===== src/pkg/isrs_consts.svh =====
`ifndef ISRS_CONSTS_SVH
`define ISRS_CONSTS_SVH

// ****************************************
// set selectors on the command port
// ****************************************
`define ISRS_SET_DEV 3'h0
`define ISRS_SET_OPER 3'h1
`define ISRS_SET_CAL 3'h2
`define ISRS_SET_LLF 3'h3
`define ISRS_SET_MEAS 3'h4
`define ISRS_SET_SENSE 3'h5
`define ISRS_SET_TRIG 3'h6
`define ISRS_SET_COUNT 7

// ****************************************
// register selectors within a set
// ****************************************
`define ISRS_FLD_COND 3'h0
`define ISRS_FLD_EVENT 3'h1
`define ISRS_FLD_ENABLE 3'h2
`define ISRS_FLD_RISE 3'h3
`define ISRS_FLD_FALL 3'h4

// ****************************************
// reset values and write mask
// ****************************************
`define ISRS_WR_MASK 16'h7FFF
`define ISRS_RST_EVT 16'h0000
`define ISRS_RST_ENA_OPER 16'h0000
`define ISRS_RST_ENA_OTHER 16'h7FFF
`define ISRS_RST_RISE 16'h7FFF
`define ISRS_RST_FALL 16'h0000

// ****************************************
// implemented bits of each set
// ****************************************
`define ISRS_USED_DEV 16'h401E
`define ISRS_USED_OPER 16'h1C31
`define ISRS_USED_2CH 16'h0006
`define ISRS_USED_LLF 16'h007E

// ****************************************
// field positions
// ****************************************
`define ISRS_BIT_CH_A 1
`define ISRS_BIT_ERR_A 3
`define ISRS_BIT_KEY 14
`define ISRS_OP_CAL 0
`define ISRS_OP_MEAS 4
`define ISRS_OP_TRIG 5
`define ISRS_OP_SENSE 10
`define ISRS_OP_LLF 11
`define ISRS_OP_HLF 12

// width of the bundled pin vector
`define ISRS_PIN_W 40

`endif


===== src/pkg/isrs_pkg.sv =====
`include "isrs_consts.svh"

package isrs_pkg;

  // ****************************************
  // types
  // ****************************************
  // which register set a command addresses
  typedef enum logic [2:0] {
    ISRS_DEV = `ISRS_SET_DEV,
    ISRS_OPER = `ISRS_SET_OPER,
    ISRS_CAL = `ISRS_SET_CAL,
    ISRS_LLF = `ISRS_SET_LLF,
    ISRS_MEAS = `ISRS_SET_MEAS,
    ISRS_SENSE = `ISRS_SET_SENSE,
    ISRS_TRIG = `ISRS_SET_TRIG
  } isrs_set_sel_type;

  // which register of a set a command addresses
  typedef enum logic [2:0] {
    ISRS_COND = `ISRS_FLD_COND,
    ISRS_EVENT = `ISRS_FLD_EVENT,
    ISRS_ENABLE = `ISRS_FLD_ENABLE,
    ISRS_RISE = `ISRS_FLD_RISE,
    ISRS_FALL = `ISRS_FLD_FALL
  } isrs_field_type;

  // state of one register set
  typedef struct packed {
    logic [15:0] cond;
    logic [15:0] evt;
    logic [15:0] ena;
    logic [15:0] rise;
    logic [15:0] fall;
    logic summary;
  } isrs_set_state_type;

  // state of the top block
  typedef struct packed {
    logic [`ISRS_PIN_W-1:0] prev;
    logic [1:0] cal;
    logic [5:0] llf;
    logic rsp_valid;
    logic [15:0] rsp_data;
  } isrs_top_state_type;

endpackage


===== src/pkg/isrs_set_if.sv =====
`timescale 1ns/100ps
`default_nettype none

// link between the top and one register set
interface isrs_set_if;
  logic wr; // write strobe for this set
  logic rd_evt; // event read, clears the event register
  logic [2:0] field; // register selector
  logic [15:0] wdata; // write value
  logic [15:0] cond_in; // live condition bits
  logic [15:0] direct_in; // events that skip the filters
  logic [15:0] cond;
  logic [15:0] evt;
  logic [15:0] ena;
  logic [15:0] rise;
  logic [15:0] fall;
  logic summary; // or of enabled events

  modport owner (
    input wr, rd_evt, field, wdata, cond_in, direct_in,
    output cond, evt, ena, rise, fall, summary
  );
  modport ctrl (
    output wr, rd_evt, field, wdata, cond_in, direct_in,
    input cond, evt, ena, rise, fall, summary
  );
endinterface

`default_nettype wire


===== src/rtl/isrs_sync.sv =====
`timescale 1ns/100ps
`default_nettype none

// two-stage synchroniser for pin inputs
module isrs_sync #(
  parameter int W = 8
) (
  // clock and reset
  input wire logic clk,
  input wire logic sys_rst,
  // pins in, synced levels out
  input wire logic [W-1:0] d,
  output logic [W-1:0] q
);
  typedef struct packed {
    logic [W-1:0] meta; // first stage, read only by the second
    logic [W-1:0] sync; // second stage
  } isrs_sync_state_type;

  isrs_sync_state_type regs;
  isrs_sync_state_type next_regs;

  // shift the pins through both stages
  always_comb begin
    next_regs.meta = d;
    next_regs.sync = regs.meta;
  end

  // register the state
  always_ff @(posedge clk or posedge sys_rst) begin
    if (sys_rst) begin
      regs <= '0;
    end else begin
      regs <= next_regs;
    end
  end

  assign q = regs.sync;
endmodule

`default_nettype wire


===== src/rtl/isrs_set.sv =====
`timescale 1ns/100ps
`default_nettype none
`include "isrs_consts.svh"

// one status register set: condition, filters, event, enable
module isrs_set
  import isrs_pkg::*;
#(
  parameter logic [15:0] USED = `ISRS_USED_2CH,
  parameter logic [15:0] ENA_RST = `ISRS_RST_ENA_OTHER
) (
  // clock and reset
  input wire logic clk,
  input wire logic sys_rst,
  // access from the top
  isrs_set_if.owner bus
);
  isrs_set_state_type regs; // registered state
  isrs_set_state_type next_regs; // next state
  logic [15:0] new_evt; // events caught this cycle

  // ****************************************
  // next state
  // ****************************************
  always_comb begin
    next_regs = regs;
    // live view; bits outside the set read as zero
    next_regs.cond = bus.cond_in & USED; // see RL22
    // transitions gated by the filters; direct events skip them
    new_evt = ((next_regs.cond & ~regs.cond & regs.rise) // see RL3
      | (regs.cond & ~next_regs.cond & regs.fall) // see RL2
      | bus.direct_in) & USED; // see RL26
    // a new event beats the clear of a read in the same cycle
    next_regs.evt = (bus.rd_evt ? `ISRS_RST_EVT : regs.evt) | new_evt; // see RL4
    // filter and mask writes keep bits 0 to 14 only
    if (bus.wr) begin
      case (bus.field)
        `ISRS_FLD_ENABLE: next_regs.ena = bus.wdata & `ISRS_WR_MASK; // see RL23
        `ISRS_FLD_RISE: next_regs.rise = bus.wdata & `ISRS_WR_MASK; // see RL23
        `ISRS_FLD_FALL: next_regs.fall = bus.wdata & `ISRS_WR_MASK; // see RL23
        default: ; // condition and event cannot be written
      endcase
    end
    next_regs.summary = |(next_regs.evt & next_regs.ena); // see RL25
  end

  // register the state; filters and mask take their power-on values
  always_ff @(posedge clk or posedge sys_rst) begin
    if (sys_rst) begin
      regs <= '{cond: 16'h0000, evt: `ISRS_RST_EVT, ena: ENA_RST,
                rise: `ISRS_RST_RISE, fall: `ISRS_RST_FALL, summary: 1'b0};
    end else begin
      regs <= next_regs;
    end
  end

  assign bus.cond = regs.cond;
  assign bus.evt = regs.evt;
  assign bus.ena = regs.ena;
  assign bus.rise = regs.rise;
  assign bus.fall = regs.fall;
  assign bus.summary = regs.summary;

  // ****************************************
  // checks
  // ****************************************
  a_evt_read_clear: assert property (@(posedge clk) disable iff (sys_rst) // see RL4
    bus.rd_evt && (new_evt == 16'h0000) |=> bus.evt == 16'h0000)
    else $error("event register not cleared by read");
  a_evt_latch_new: assert property (@(posedge clk) disable iff (sys_rst) // see RL3
    new_evt != 16'h0000 |=> (bus.evt & $past(new_evt)) == $past(new_evt))
    else $error("filtered transition not latched");
  a_filter_top_bit: assert property (@(posedge clk) disable iff (sys_rst) // see RL23
    bus.wr |=> !bus.ena[15] && !bus.rise[15] && !bus.fall[15])
    else $error("bit 15 of a filter or mask set");
  a_summary_or_out: assert property (@(posedge clk) disable iff (sys_rst) // see RL25
    bus.summary == |(bus.evt & bus.ena))
    else $error("set output differs from enabled events");
endmodule

`default_nettype wire


===== src/rtl/isrs_top.sv =====
// Operation
// RL1 - sensor-attached condition bits follow sensor presence
// RL2 - enabled falling edge latches the event bit
// RL3 - enabled rising edge latches the event bit
// RL4 - event read returns contents, then clears
// RL5 - error bits: memory failed or dual inputs
// RL6 - key press latches device event bit 14
// RL7 - key press skips filters, condition reads zero
// RL8 - summary bits 0, 4, 5 from sets
// RL9 - summary bits 10, 11, 12 from sets
// RL10 - unused summary bits and bit 15 read zero
// RL11 - zeroing or calibration start sets calibrating bit
// RL12 - combined calibrate query also sets calibrating bit
// RL13 - calibrating bit clears when run completes
// RL14 - low-limit bits map channels and windows
// RL15 - failed low-limit test sets its bit
// RL16 - only an enabled passing test clears it
// RL17 - measuring bits high while channel acquires
// RL18 - measuring bit drops when measurement completes
// RL19 - sensor-read bits high during memory read
// RL20 - trigger-wait set uses bits 1 and 2
// RL21 - host selects register by set and selector
// RL22 - condition read returns live bits, unchanged
// RL23 - filter and mask writes force bit 15 low
// RL24 - parent summary bit is child output
// RL25 - set output is or of enabled events
// RL26 - all sets latch events through filters, but direct events skip them
`timescale 1ns/100ps
`default_nettype none
`include "isrs_consts.svh"

module isrs_top
  import isrs_pkg::*;
(
  // clock and reset
  input wire logic clk,
  input wire logic sys_rst,
  // host command port, same clock
  input wire logic cmd_valid,
  input wire logic cmd_write,
  input wire logic [2:0] cmd_set,
  input wire logic [2:0] cmd_field,
  input wire logic [15:0] cmd_wdata,
  output logic rsp_valid,
  output logic [15:0] rsp_data,
  // sensor pins, per channel, and the single key press pin
  input wire logic [1:0] sensor_present,
  input wire logic [1:0] sensor_mem_fail,
  input wire logic [1:0] sensor_dual_input,
  input wire logic key_press,
  // calibration activity, per channel
  input wire logic [1:0] single_zeroing_run,
  input wire logic [1:0] single_cal_run,
  input wire logic [1:0] cal_all_run,
  input wire logic [1:0] cal_run_done,
  // measurement activity, per channel
  input wire logic [1:0] acquiring,
  input wire logic [1:0] sensor_read_busy,
  input wire logic [1:0] trigger_wait,
  // limit tests: ch a, ch b, upper win, lower win, two lower meas
  input wire logic [5:0] meas_taken,
  input wire logic [5:0] low_limit_test_en,
  input wire logic [5:0] low_limit_test_fail,
  input wire logic high_limit_fail_summary,
  // set outputs
  output logic dev_summary,
  output logic oper_summary
);

  // ****************************************
  // helpers
  // ****************************************
  // implemented bits of each set
  function automatic logic [15:0] isrs_used(input int s);
    case (s)
      0: isrs_used = `ISRS_USED_DEV;
      1: isrs_used = `ISRS_USED_OPER;
      3: isrs_used = `ISRS_USED_LLF;
      default: isrs_used = `ISRS_USED_2CH;
    endcase
  endfunction

  // power-on enable mask; only the top operation set starts closed
  function automatic logic [15:0] isrs_ena_rst(input int s);
    if (s == 1) begin
      isrs_ena_rst = `ISRS_RST_ENA_OPER;
    end else begin
      isrs_ena_rst = `ISRS_RST_ENA_OTHER;
    end
  endfunction

  // pick one register of a set for a read
  function automatic logic [15:0] isrs_field_view(
    input logic [2:0] f,
    input logic [15:0] c,
    input logic [15:0] e,
    input logic [15:0] n,
    input logic [15:0] r,
    input logic [15:0] l
  );
    case (f)
      `ISRS_FLD_COND: isrs_field_view = c;
      `ISRS_FLD_EVENT: isrs_field_view = e;
      `ISRS_FLD_ENABLE: isrs_field_view = n;
      `ISRS_FLD_RISE: isrs_field_view = r;
      `ISRS_FLD_FALL: isrs_field_view = l;
      default: isrs_field_view = 16'h0000; // unknown selector reads zero
    endcase
  endfunction

  // ****************************************
  // pin synchronisation
  // ****************************************
  logic [`ISRS_PIN_W-1:0] pin_raw; // all asynchronous pins
  logic [`ISRS_PIN_W-1:0] pin_s; // synchronised copy

  assign pin_raw = {high_limit_fail_summary, low_limit_test_fail, low_limit_test_en,
                    meas_taken, trigger_wait, sensor_read_busy, acquiring,
                    cal_run_done, cal_all_run, single_cal_run, single_zeroing_run,
                    key_press, sensor_dual_input, sensor_mem_fail, sensor_present};

  // every pin passes two flops before any logic reads it
  isrs_sync #(
    .W(`ISRS_PIN_W)
  ) u_sync (
    .clk(clk),
    .sys_rst(sys_rst),
    .d(pin_raw),
    .q(pin_s)
  );

  // synced levels by name
  logic s_hlf;
  logic [5:0] s_fail;
  logic [5:0] s_en;
  logic [5:0] s_taken;
  logic [1:0] s_trig;
  logic [1:0] s_sread;
  logic [1:0] s_acq;
  logic [1:0] s_done;
  logic [1:0] s_calall;
  logic [1:0] s_cal;
  logic [1:0] s_zero;
  logic s_key;
  logic [1:0] s_dual;
  logic [1:0] s_memf;
  logic [1:0] s_pres;

  assign {s_hlf, s_fail, s_en, s_taken, s_trig, s_sread, s_acq, s_done, s_calall,
          s_cal, s_zero, s_key, s_dual, s_memf, s_pres} = pin_s;

  // ****************************************
  // state and set instances
  // ****************************************
  isrs_top_state_type regs; // registered state
  isrs_top_state_type next_regs; // next state
  logic [`ISRS_PIN_W-1:0] pin_rise; // one-cycle rising edges
  logic [1:0] cal_start; // any calibration run begins
  logic [5:0] llf_set; // failed test this cycle
  logic [5:0] llf_clr; // enabled passing test this cycle
  logic key_rise; // key press event
  logic [15:0] view [`ISRS_SET_COUNT]; // read mux per set

  isrs_set_if sif [`ISRS_SET_COUNT] ();

  // seven sets; command strobes decoded per set
  for (genvar g = 0; g < `ISRS_SET_COUNT; g++) begin : g_set
    isrs_set #(
      .USED(isrs_used(g)),
      .ENA_RST(isrs_ena_rst(g))
    ) u_set (
      .clk(clk),
      .sys_rst(sys_rst),
      .bus(sif[g])
    );
    // set path plus selector picks one register
    assign sif[g].wr = cmd_valid && cmd_write && (cmd_set == 3'(g)); // see RL21
    assign sif[g].rd_evt = cmd_valid && !cmd_write && (cmd_set == 3'(g))
      && (cmd_field == `ISRS_FLD_EVENT); // see RL4
    assign sif[g].field = cmd_field;
    assign sif[g].wdata = cmd_wdata;
    assign view[g] = isrs_field_view(cmd_field, sif[g].cond, sif[g].evt, sif[g].ena,
                                     sif[g].rise, sif[g].fall);
  end

  // ****************************************
  // condition vectors
  // ****************************************
  // device set: presence, sensor errors, key press as a direct event
  assign sif[0].cond_in = {11'h000, s_memf | s_dual, s_pres, 1'b0}; // see RL1
  // error bits also cover a sensor on both inputs  // see RL5
  assign sif[0].direct_in = {1'b0, key_rise, 14'h0000}; // see RL6
  // key press has no live view, so no transitions  // see RL7

  // operation summary: child outputs on their own bits
  assign sif[1].cond_in = {3'h0, s_hlf, sif[3].summary, sif[5].summary, 4'h0,
                           sif[6].summary, sif[4].summary, 3'h0, sif[2].summary}; // see RL24
  // bits 0, 4, 5 and 10 to 12 are the summaries  // see RL8
  // others stay zero, bit 15 too  // see RL10
  // upper-limit set lives elsewhere, its summary arrives on a pin  // see RL9
  assign sif[1].direct_in = 16'h0000;
  assign sif[2].cond_in = {13'h0000, regs.cal, 1'b0}; // see RL11
  assign sif[2].direct_in = 16'h0000;
  assign sif[3].cond_in = {9'h000, regs.llf, 1'b0}; // see RL14
  assign sif[3].direct_in = 16'h0000;
  // measuring bits are the live acquire level  // see RL18
  assign sif[4].cond_in = {13'h0000, s_acq, 1'b0}; // see RL17
  assign sif[4].direct_in = 16'h0000;
  assign sif[5].cond_in = {13'h0000, s_sread, 1'b0}; // see RL19
  assign sif[5].direct_in = 16'h0000;
  assign sif[6].cond_in = {13'h0000, s_trig, 1'b0}; // see RL20
  assign sif[6].direct_in = 16'h0000;

  // ****************************************
  // next state
  // ****************************************
  always_comb begin
    next_regs = regs;
    next_regs.prev = pin_s;
    pin_rise = pin_s & ~regs.prev;
    key_rise = s_key && !regs.prev[6];
    // start of zeroing, calibration or the combined query
    cal_start = (s_zero & ~regs.prev[8:7]) | (s_cal & ~regs.prev[10:9])
      | (s_calall & ~regs.prev[12:11]); // see RL12
    // a start wins over a completion landing in the same cycle
    next_regs.cal = (regs.cal & ~(s_done & ~regs.prev[14:13])) | cal_start; // see RL13
    // limit tests resolve only when a measurement is taken
    llf_set = (s_taken & ~regs.prev[26:21]) & s_en & s_fail; // see RL15
    llf_clr = (s_taken & ~regs.prev[26:21]) & s_en & ~s_fail; // see RL16
    next_regs.llf = (regs.llf & ~llf_clr) | llf_set;
    // one-cycle answer to every read
    next_regs.rsp_valid = cmd_valid && !cmd_write;
    if (cmd_valid && !cmd_write) begin
      if (cmd_set < 3'(`ISRS_SET_COUNT)) begin
        next_regs.rsp_data = view[cmd_set]; // see RL22
      end else begin
        next_regs.rsp_data = 16'h0000; // unmapped set reads zero
      end
    end
  end

  // register the state
  always_ff @(posedge clk or posedge sys_rst) begin
    if (sys_rst) begin
      regs <= '0;
    end else begin
      regs <= next_regs;
    end
  end

  // outputs straight from flops
  assign rsp_valid = regs.rsp_valid;
  assign rsp_data = regs.rsp_data;
  assign dev_summary = sif[0].summary;
  assign oper_summary = sif[1].summary;

  // ****************************************
  // checks
  // ****************************************
  a_sensor_cond_live: assert property (@(posedge clk) disable iff (sys_rst) // see RL1
    sensor_present[0] [*4] |=> sif[0].cond[1])
    else $error("channel a presence not shown");
  a_sensor_err_bit: assert property (@(posedge clk) disable iff (sys_rst) // see RL5
    sensor_mem_fail[1] [*4] |=> sif[0].cond[4])
    else $error("channel b sensor error not shown");
  a_key_cond_zero: assert property (@(posedge clk) disable iff (sys_rst) // see RL7
    sif[0].cond[14] == 1'b0)
    else $error("key press condition not zero");
  a_key_evt_latch: assert property (@(posedge clk) disable iff (sys_rst) // see RL6
    key_rise |-> ##1 sif[0].evt[14])
    else $error("key press event lost");
  a_oper_unused_zero: assert property (@(posedge clk) disable iff (sys_rst) // see RL10
    (sif[1].cond & ~`ISRS_USED_OPER) == 16'h0000)
    else $error("unused summary bit set");
  a_oper_cal_sum: assert property (@(posedge clk) disable iff (sys_rst) // see RL24
    sif[1].cond[0] == $past(sif[2].summary))
    else $error("calibrating summary not forwarded");
  a_oper_meas_sum: assert property (@(posedge clk) disable iff (sys_rst) // see RL8
    sif[1].cond[4] == $past(sif[4].summary))
    else $error("measuring summary not forwarded");
  a_cal_start_set: assert property (@(posedge clk) disable iff (sys_rst) // see RL11
    cal_start[0] |=> regs.cal[0] ##1 sif[2].cond[1])
    else $error("calibrating bit not set at start");
  a_cal_done_clear: assert property (@(posedge clk) disable iff (sys_rst) // see RL13
    pin_rise[13] && !cal_start[0] |=> !regs.cal[0])
    else $error("calibrating bit not cleared at end");
  a_llf_fail_set: assert property (@(posedge clk) disable iff (sys_rst) // see RL15
    llf_set != 6'h00 |=> (regs.llf & $past(llf_set)) == $past(llf_set))
    else $error("limit fail bit not set");
  a_llf_hold_clear: assert property (@(posedge clk) disable iff (sys_rst) // see RL16
    regs.llf[0] && !llf_clr[0] |=> regs.llf[0])
    else $error("limit fail bit dropped without a pass");
  a_read_answer: assert property (@(posedge clk) disable iff (sys_rst) // see RL22
    cmd_valid && !cmd_write && cmd_set == `ISRS_SET_DEV && cmd_field == `ISRS_FLD_COND
    |=> rsp_valid && rsp_data == $past(sif[0].cond))
    else $error("condition read answer wrong");

  c_event_read: cover property (@(posedge clk) disable iff (sys_rst)
    rsp_valid && rsp_data != 16'h0000);
  c_cal_run: cover property (@(posedge clk) disable iff (sys_rst)
    regs.cal[1] ##[1:50] !regs.cal[1]);
  c_key_event: cover property (@(posedge clk) disable iff (sys_rst)
    sif[0].evt[14]);
  c_oper_summary: cover property (@(posedge clk) disable iff (sys_rst)
    oper_summary);

endmodule

`default_nettype wire


===== config.mk =====
export PLATFORM = sky130hd
export DESIGN_NAME = isrs_top
export DESIGN_NICKNAME = d
export VERILOG_FILES = /design/src/pkg/isrs_pkg.sv /design/src/pkg/isrs_set_if.sv /design/src/rtl/isrs_sync.sv /design/src/rtl/isrs_set.sv /design/src/rtl/isrs_top.sv
export VERILOG_INCLUDE_DIRS = /design/src /design/src/pkg
export SDC_FILE = /design/constraint.sdc
export NUM_CORES = 1
export LEC_CHECK = 0
export BUFFER_PORTS_ARGS = -buffer_cell sky130_fd_sc_hd__clkbuf_2
export CAP_MARGIN = 20
export CELL_PAD_IN_SITES_DETAIL_PLACEMENT = 0
export CELL_PAD_IN_SITES_GLOBAL_PLACEMENT = 2
export CORE_MARGIN = 3
export CORE_UTILIZATION = 43
export DETAILED_ROUTE_END_ITERATION = 6
export GPL_TIMING_DRIVEN = 0
export PLACE_DENSITY = 0.78
export SLEW_MARGIN = 30
export SYNTH_ARGS = -nofsm -noshare
export SYNTH_HDL_FRONTEND = slang
export SYNTH_SLANG_ARGS = --single-unit

===== constraint.sdc =====
create_clock -name clk -period 23.1 [get_ports clk]
set_input_delay 3.465 -clock clk [delete_from_list [all_inputs] [get_ports clk]]
set_output_delay 3.465 -clock clk [all_outputs]
set_load 0.02 [all_outputs]

==> summary.md <==
| Metric | Value |
|---|---|
| Final hold violation count | 0 |
| Remaining DRCs | 0 |
| Fin cells | 3,191 |
| Leading cell types by count after synthesis | 390 x dfrtp_1, 296 x nand2_1, 275 x mux2_2, 195 x dfstp_2, 103 x a22oi_1 |
| I/O Pins | 85 |
| Slew headroom | 26.90% |
| Cell Area, Synth | 0.02594 mm² |
| CTS clock-pin slew for the worst setup and hold paths | ~0.060 ns |
| Syn nets | approximately 2,300 |
| Pins Over Slew Limit | 0 |
| Post-DR wirelength/cell | 38.16 µm |
| Routed Antenna Nets | 0 |
| DR vias/cell | approximately 6.6 |
| Crit-path max cell delay | about 0.69 ns |
| Maxcap violations | 0 |
| Crit path max-delay family | buffers and inverters |
| Crit path cell chain | clkbuf_2 > buf_2 > buf_2 > buf_2 > clkbuf_2 > o221ai_1 > and3_1 > nand3_1 > nand3_1 |
| Final Util | 50.49% |
| FMAX | 0.1518 GHz |
| Max Root-Sink Buffers | 3 |
| Hold Buf Count CTS | 0 |
| Setup crit end kind | flip-flop |
| Most frequent CP cell | buf_2 |
| Asr flop ratio synth | 100.0% |
| Vias in the first global route | 20,030 |
| Clk sinks | slightly below 600 |
| Ys flop type | dfrtp_1 |
| Number of post-CTS setup repair buffers | 0 |
| Core footprint | 0.05935 mm² |
| Critical Path Fanout Max | 10 |
| Finish-stage setup viols | 0 |
| Row count | between 80 and 90 |
| Via count | 21,020 |
| Outcome | complete, no violations |
| Setup ws final | 16.51 ns |
| Total congestion overflow | 0 |
| Clock latency on the worst-skew pair | ~0.62 ns |
| Cell accounting for the most synthesized area | dfrtp_1 |
| Dpl cells | 3,057 |
| Register area share after synthesis | 57.37% |
| DRT iter0 DRCs | 3,057 |
| Resized cells post-CTS | 0 |
| Cts bufs inserted | 67 |
| Initial Util | 43.71% |
| Die height | between 200 and 300 µm |
| Top post-synthesis cells by area | dfrtp_1 38%, dfstp_2 20%, mux2_2 12% |
| Synth top area share | 37.62% |
| Filler instances | ~5,300 |
| Nets | roughly 2,400 |
| Crit path time final | 6.589 ns |
| Synth Warn # | 0 |
| Worst VDD drop | 0.07117 mV |
| Die W | ~250 µm |
| Synthesis-to-layout area growth | 15.52% |
| Cells after Synth | 2,204 |
| Share of cells above drive strength 1 | 33.26% |
| Initial antenna violation count | 15 |
| Die area | 0.06331 mm² |
| CTS tree | yes |
| Pwr/cell area | 87.13 mW/mm² |
| Data arrival, critical path | 7.08 ns |
| Worst R2R Setup Slack | approximately 21 ns |
| Largest net degree at the start of global routing | between 90 and 100 |
| Port Buffer Count | 70 |
| Slew of the pin with the lowest slew margin | between 1 and 1.5 ns |
| WL final | 121.8 mm |
| Crit-path slowest cell | clkbuf_2 |
| CTS Root Cell | clkbuf_16 |
| GPL Wtd Cong | just over 1 |
| Post-synth EDFFs | 0 |
| Crit path buf inv count | 5 |
| Hpwl dp | 83.56 mm |
| Hold WC Path Type | reg -> reg |
| CP Class | in -> reg |
| First-pass GRT wire length | roughly 170 mm |
| WP data required | 23.59 ns |
| H-tree depth | 3 |
| Tcrit/Tclk final | 28.53% |
| Clock skew | 0.02102 ns |
| Worst slack, placed | approximately 16 ns |
| Count leader, synth | dfrtp_1 |
| Cell variety after synth | just over 70 |
| #FFs+latches synth | a little under 600 |
| Total track usage | 38.09% |
| Startpoint types | primary input |
| TritonRoute pass-1 iters | 7 |
| Syn avg cell area | ~12 µm² |
| Leakage | 13.23 nW |
| RSZ-0062 raised after global routing | false |
==> placed cells by master, fill, tap and decap left out, drive strengths merged, types with 8 or more instances in the layout <==
cell type / count
a31oi: 20
o21ai: 54
a222oi: 17
a21boi: 8
a21o: 12
mux2: 276
nor2b: 11
dfstp: 195
a221oi: 36
a211oi: 32
o211ai: 12
nand3b: 27
clkinv: 8
clkbuf: 268
nor3: 14
a22o: 37
inv: 16
buf: 98
and2: 102
o221ai: 10
nand4: 16
dfrtp: 390
nand2: 297
nor2: 48
a22oi: 103
a211o: 10
a21oi: 89
mux2i: 55
nand3: 51
diode: 10
==> kinds of logic (layout without fill, tap and decap cells) <==
family          Yosys count  in the layout  synth area share, %
compound gates          491            491                13.63
flops                   585            585                57.37
other cells               0             10                    0
buf+inv                 196            400                3.444
mux                     332            332                14.20
simple gates            600            600                11.35
==> through the flow <==
stage,hold slack (ns),power (mW),instance area (µm²),setup TNS (ns)
floorplan,0.3312,1.337,25940,0
global placement,0.3326,1.467,27260,-1078.85
detailed placement,0.3347,1.479,27580,0
global route,0.3533,2.678,29940,0
finish,0.3452,2.611,29970,0
CTS,0.3387,2.610,29920,0
==> flip-flops by register name, summed over array words and instances (netlist names), named ones only <==
name	flops
g_set.u_set.bus.ena	112
u_sync.next_regs	40
g_set.u_set.bus.evt	112
regs	25
g_set.u_set.bus.rise	105
rsp_data	16
u_sync.q	40
g_set.u_set.bus.cond	16
rsp_valid	1
g_set.u_set.bus.summary	7
g_set.u_set.bus.fall	105
==> where the power goes <==
| part | total, mW | internal [mW] | switching [mW] | leakage (nW) |
|---|---|---|---|---|
| Sequential | 1.18 | 1.13 | 0.0564 | 7.02 |
| Combinational | 0.293 | 0.0967 | 0.197 | 5.07 |
| Clock | 1.13 | 0.687 | 0.448 | 1.13 |
| Total | 2.61 | 1.91 | 0.701 | 13.2 |
==> per-layer routing <==
| layer | global-route usage [%] | vias to the layer above | part of all wire [%] |
|---|---|---|---|
| li1 | - | 8328 | - |
| met1 | 50.78 | 10860 | 40 |
| met2 | 54.32 | 1445 | 42 |
| met3 | 12.39 | 386 | 11 |
| met4 | 22.59 | 6 | 6.9 |
| met5 | 0 | - | 0.034 |
==> final timing paths <==
| check | startpoint | to | cells after the start |
|---|---|---|---|
| setup / recovery | cmd_field[1] | rsp_data[3] | 9 |
| hold / removal | u_sync.next_regs[5] | u_sync.q[5] | 0 |
| setup reg to reg | g_set[4].u_set.bus.ena[8] | rsp_data[8] | 6 |
| hold reg to reg | u_sync.next_regs[5] | u_sync.q[5] | 0 |
| max in group asynchronous | sys_rst | g_set[1].u_set.bus.rise[2] | 5 |
| min in group asynchronous | sys_rst | u_sync.q[9] | 2 |
==> layout make-up <==
| class | count | area, µm² | share of cell area (%) |
|---|---|---|---|
| inverter | 17 | 71.32 | 0.2380 |
| multi-input combinational | 1423 | 10190 | 34.02 |
| clock inverter | 17 | 305.3 | 1.019 |
| buffer | 179 | 888.4 | 2.965 |
| tap | 773 | 967.2 | 3.228 |
| sequential | 585 | 14880 | 49.67 |
| timing repair buffer | 81 | 594.3 | 1.983 |
| antenna | 10 | 25.02 | 0.08351 |
| clock buffer | 106 | 2037 | 6.797 |
Power figures use the tool's default switching activity.
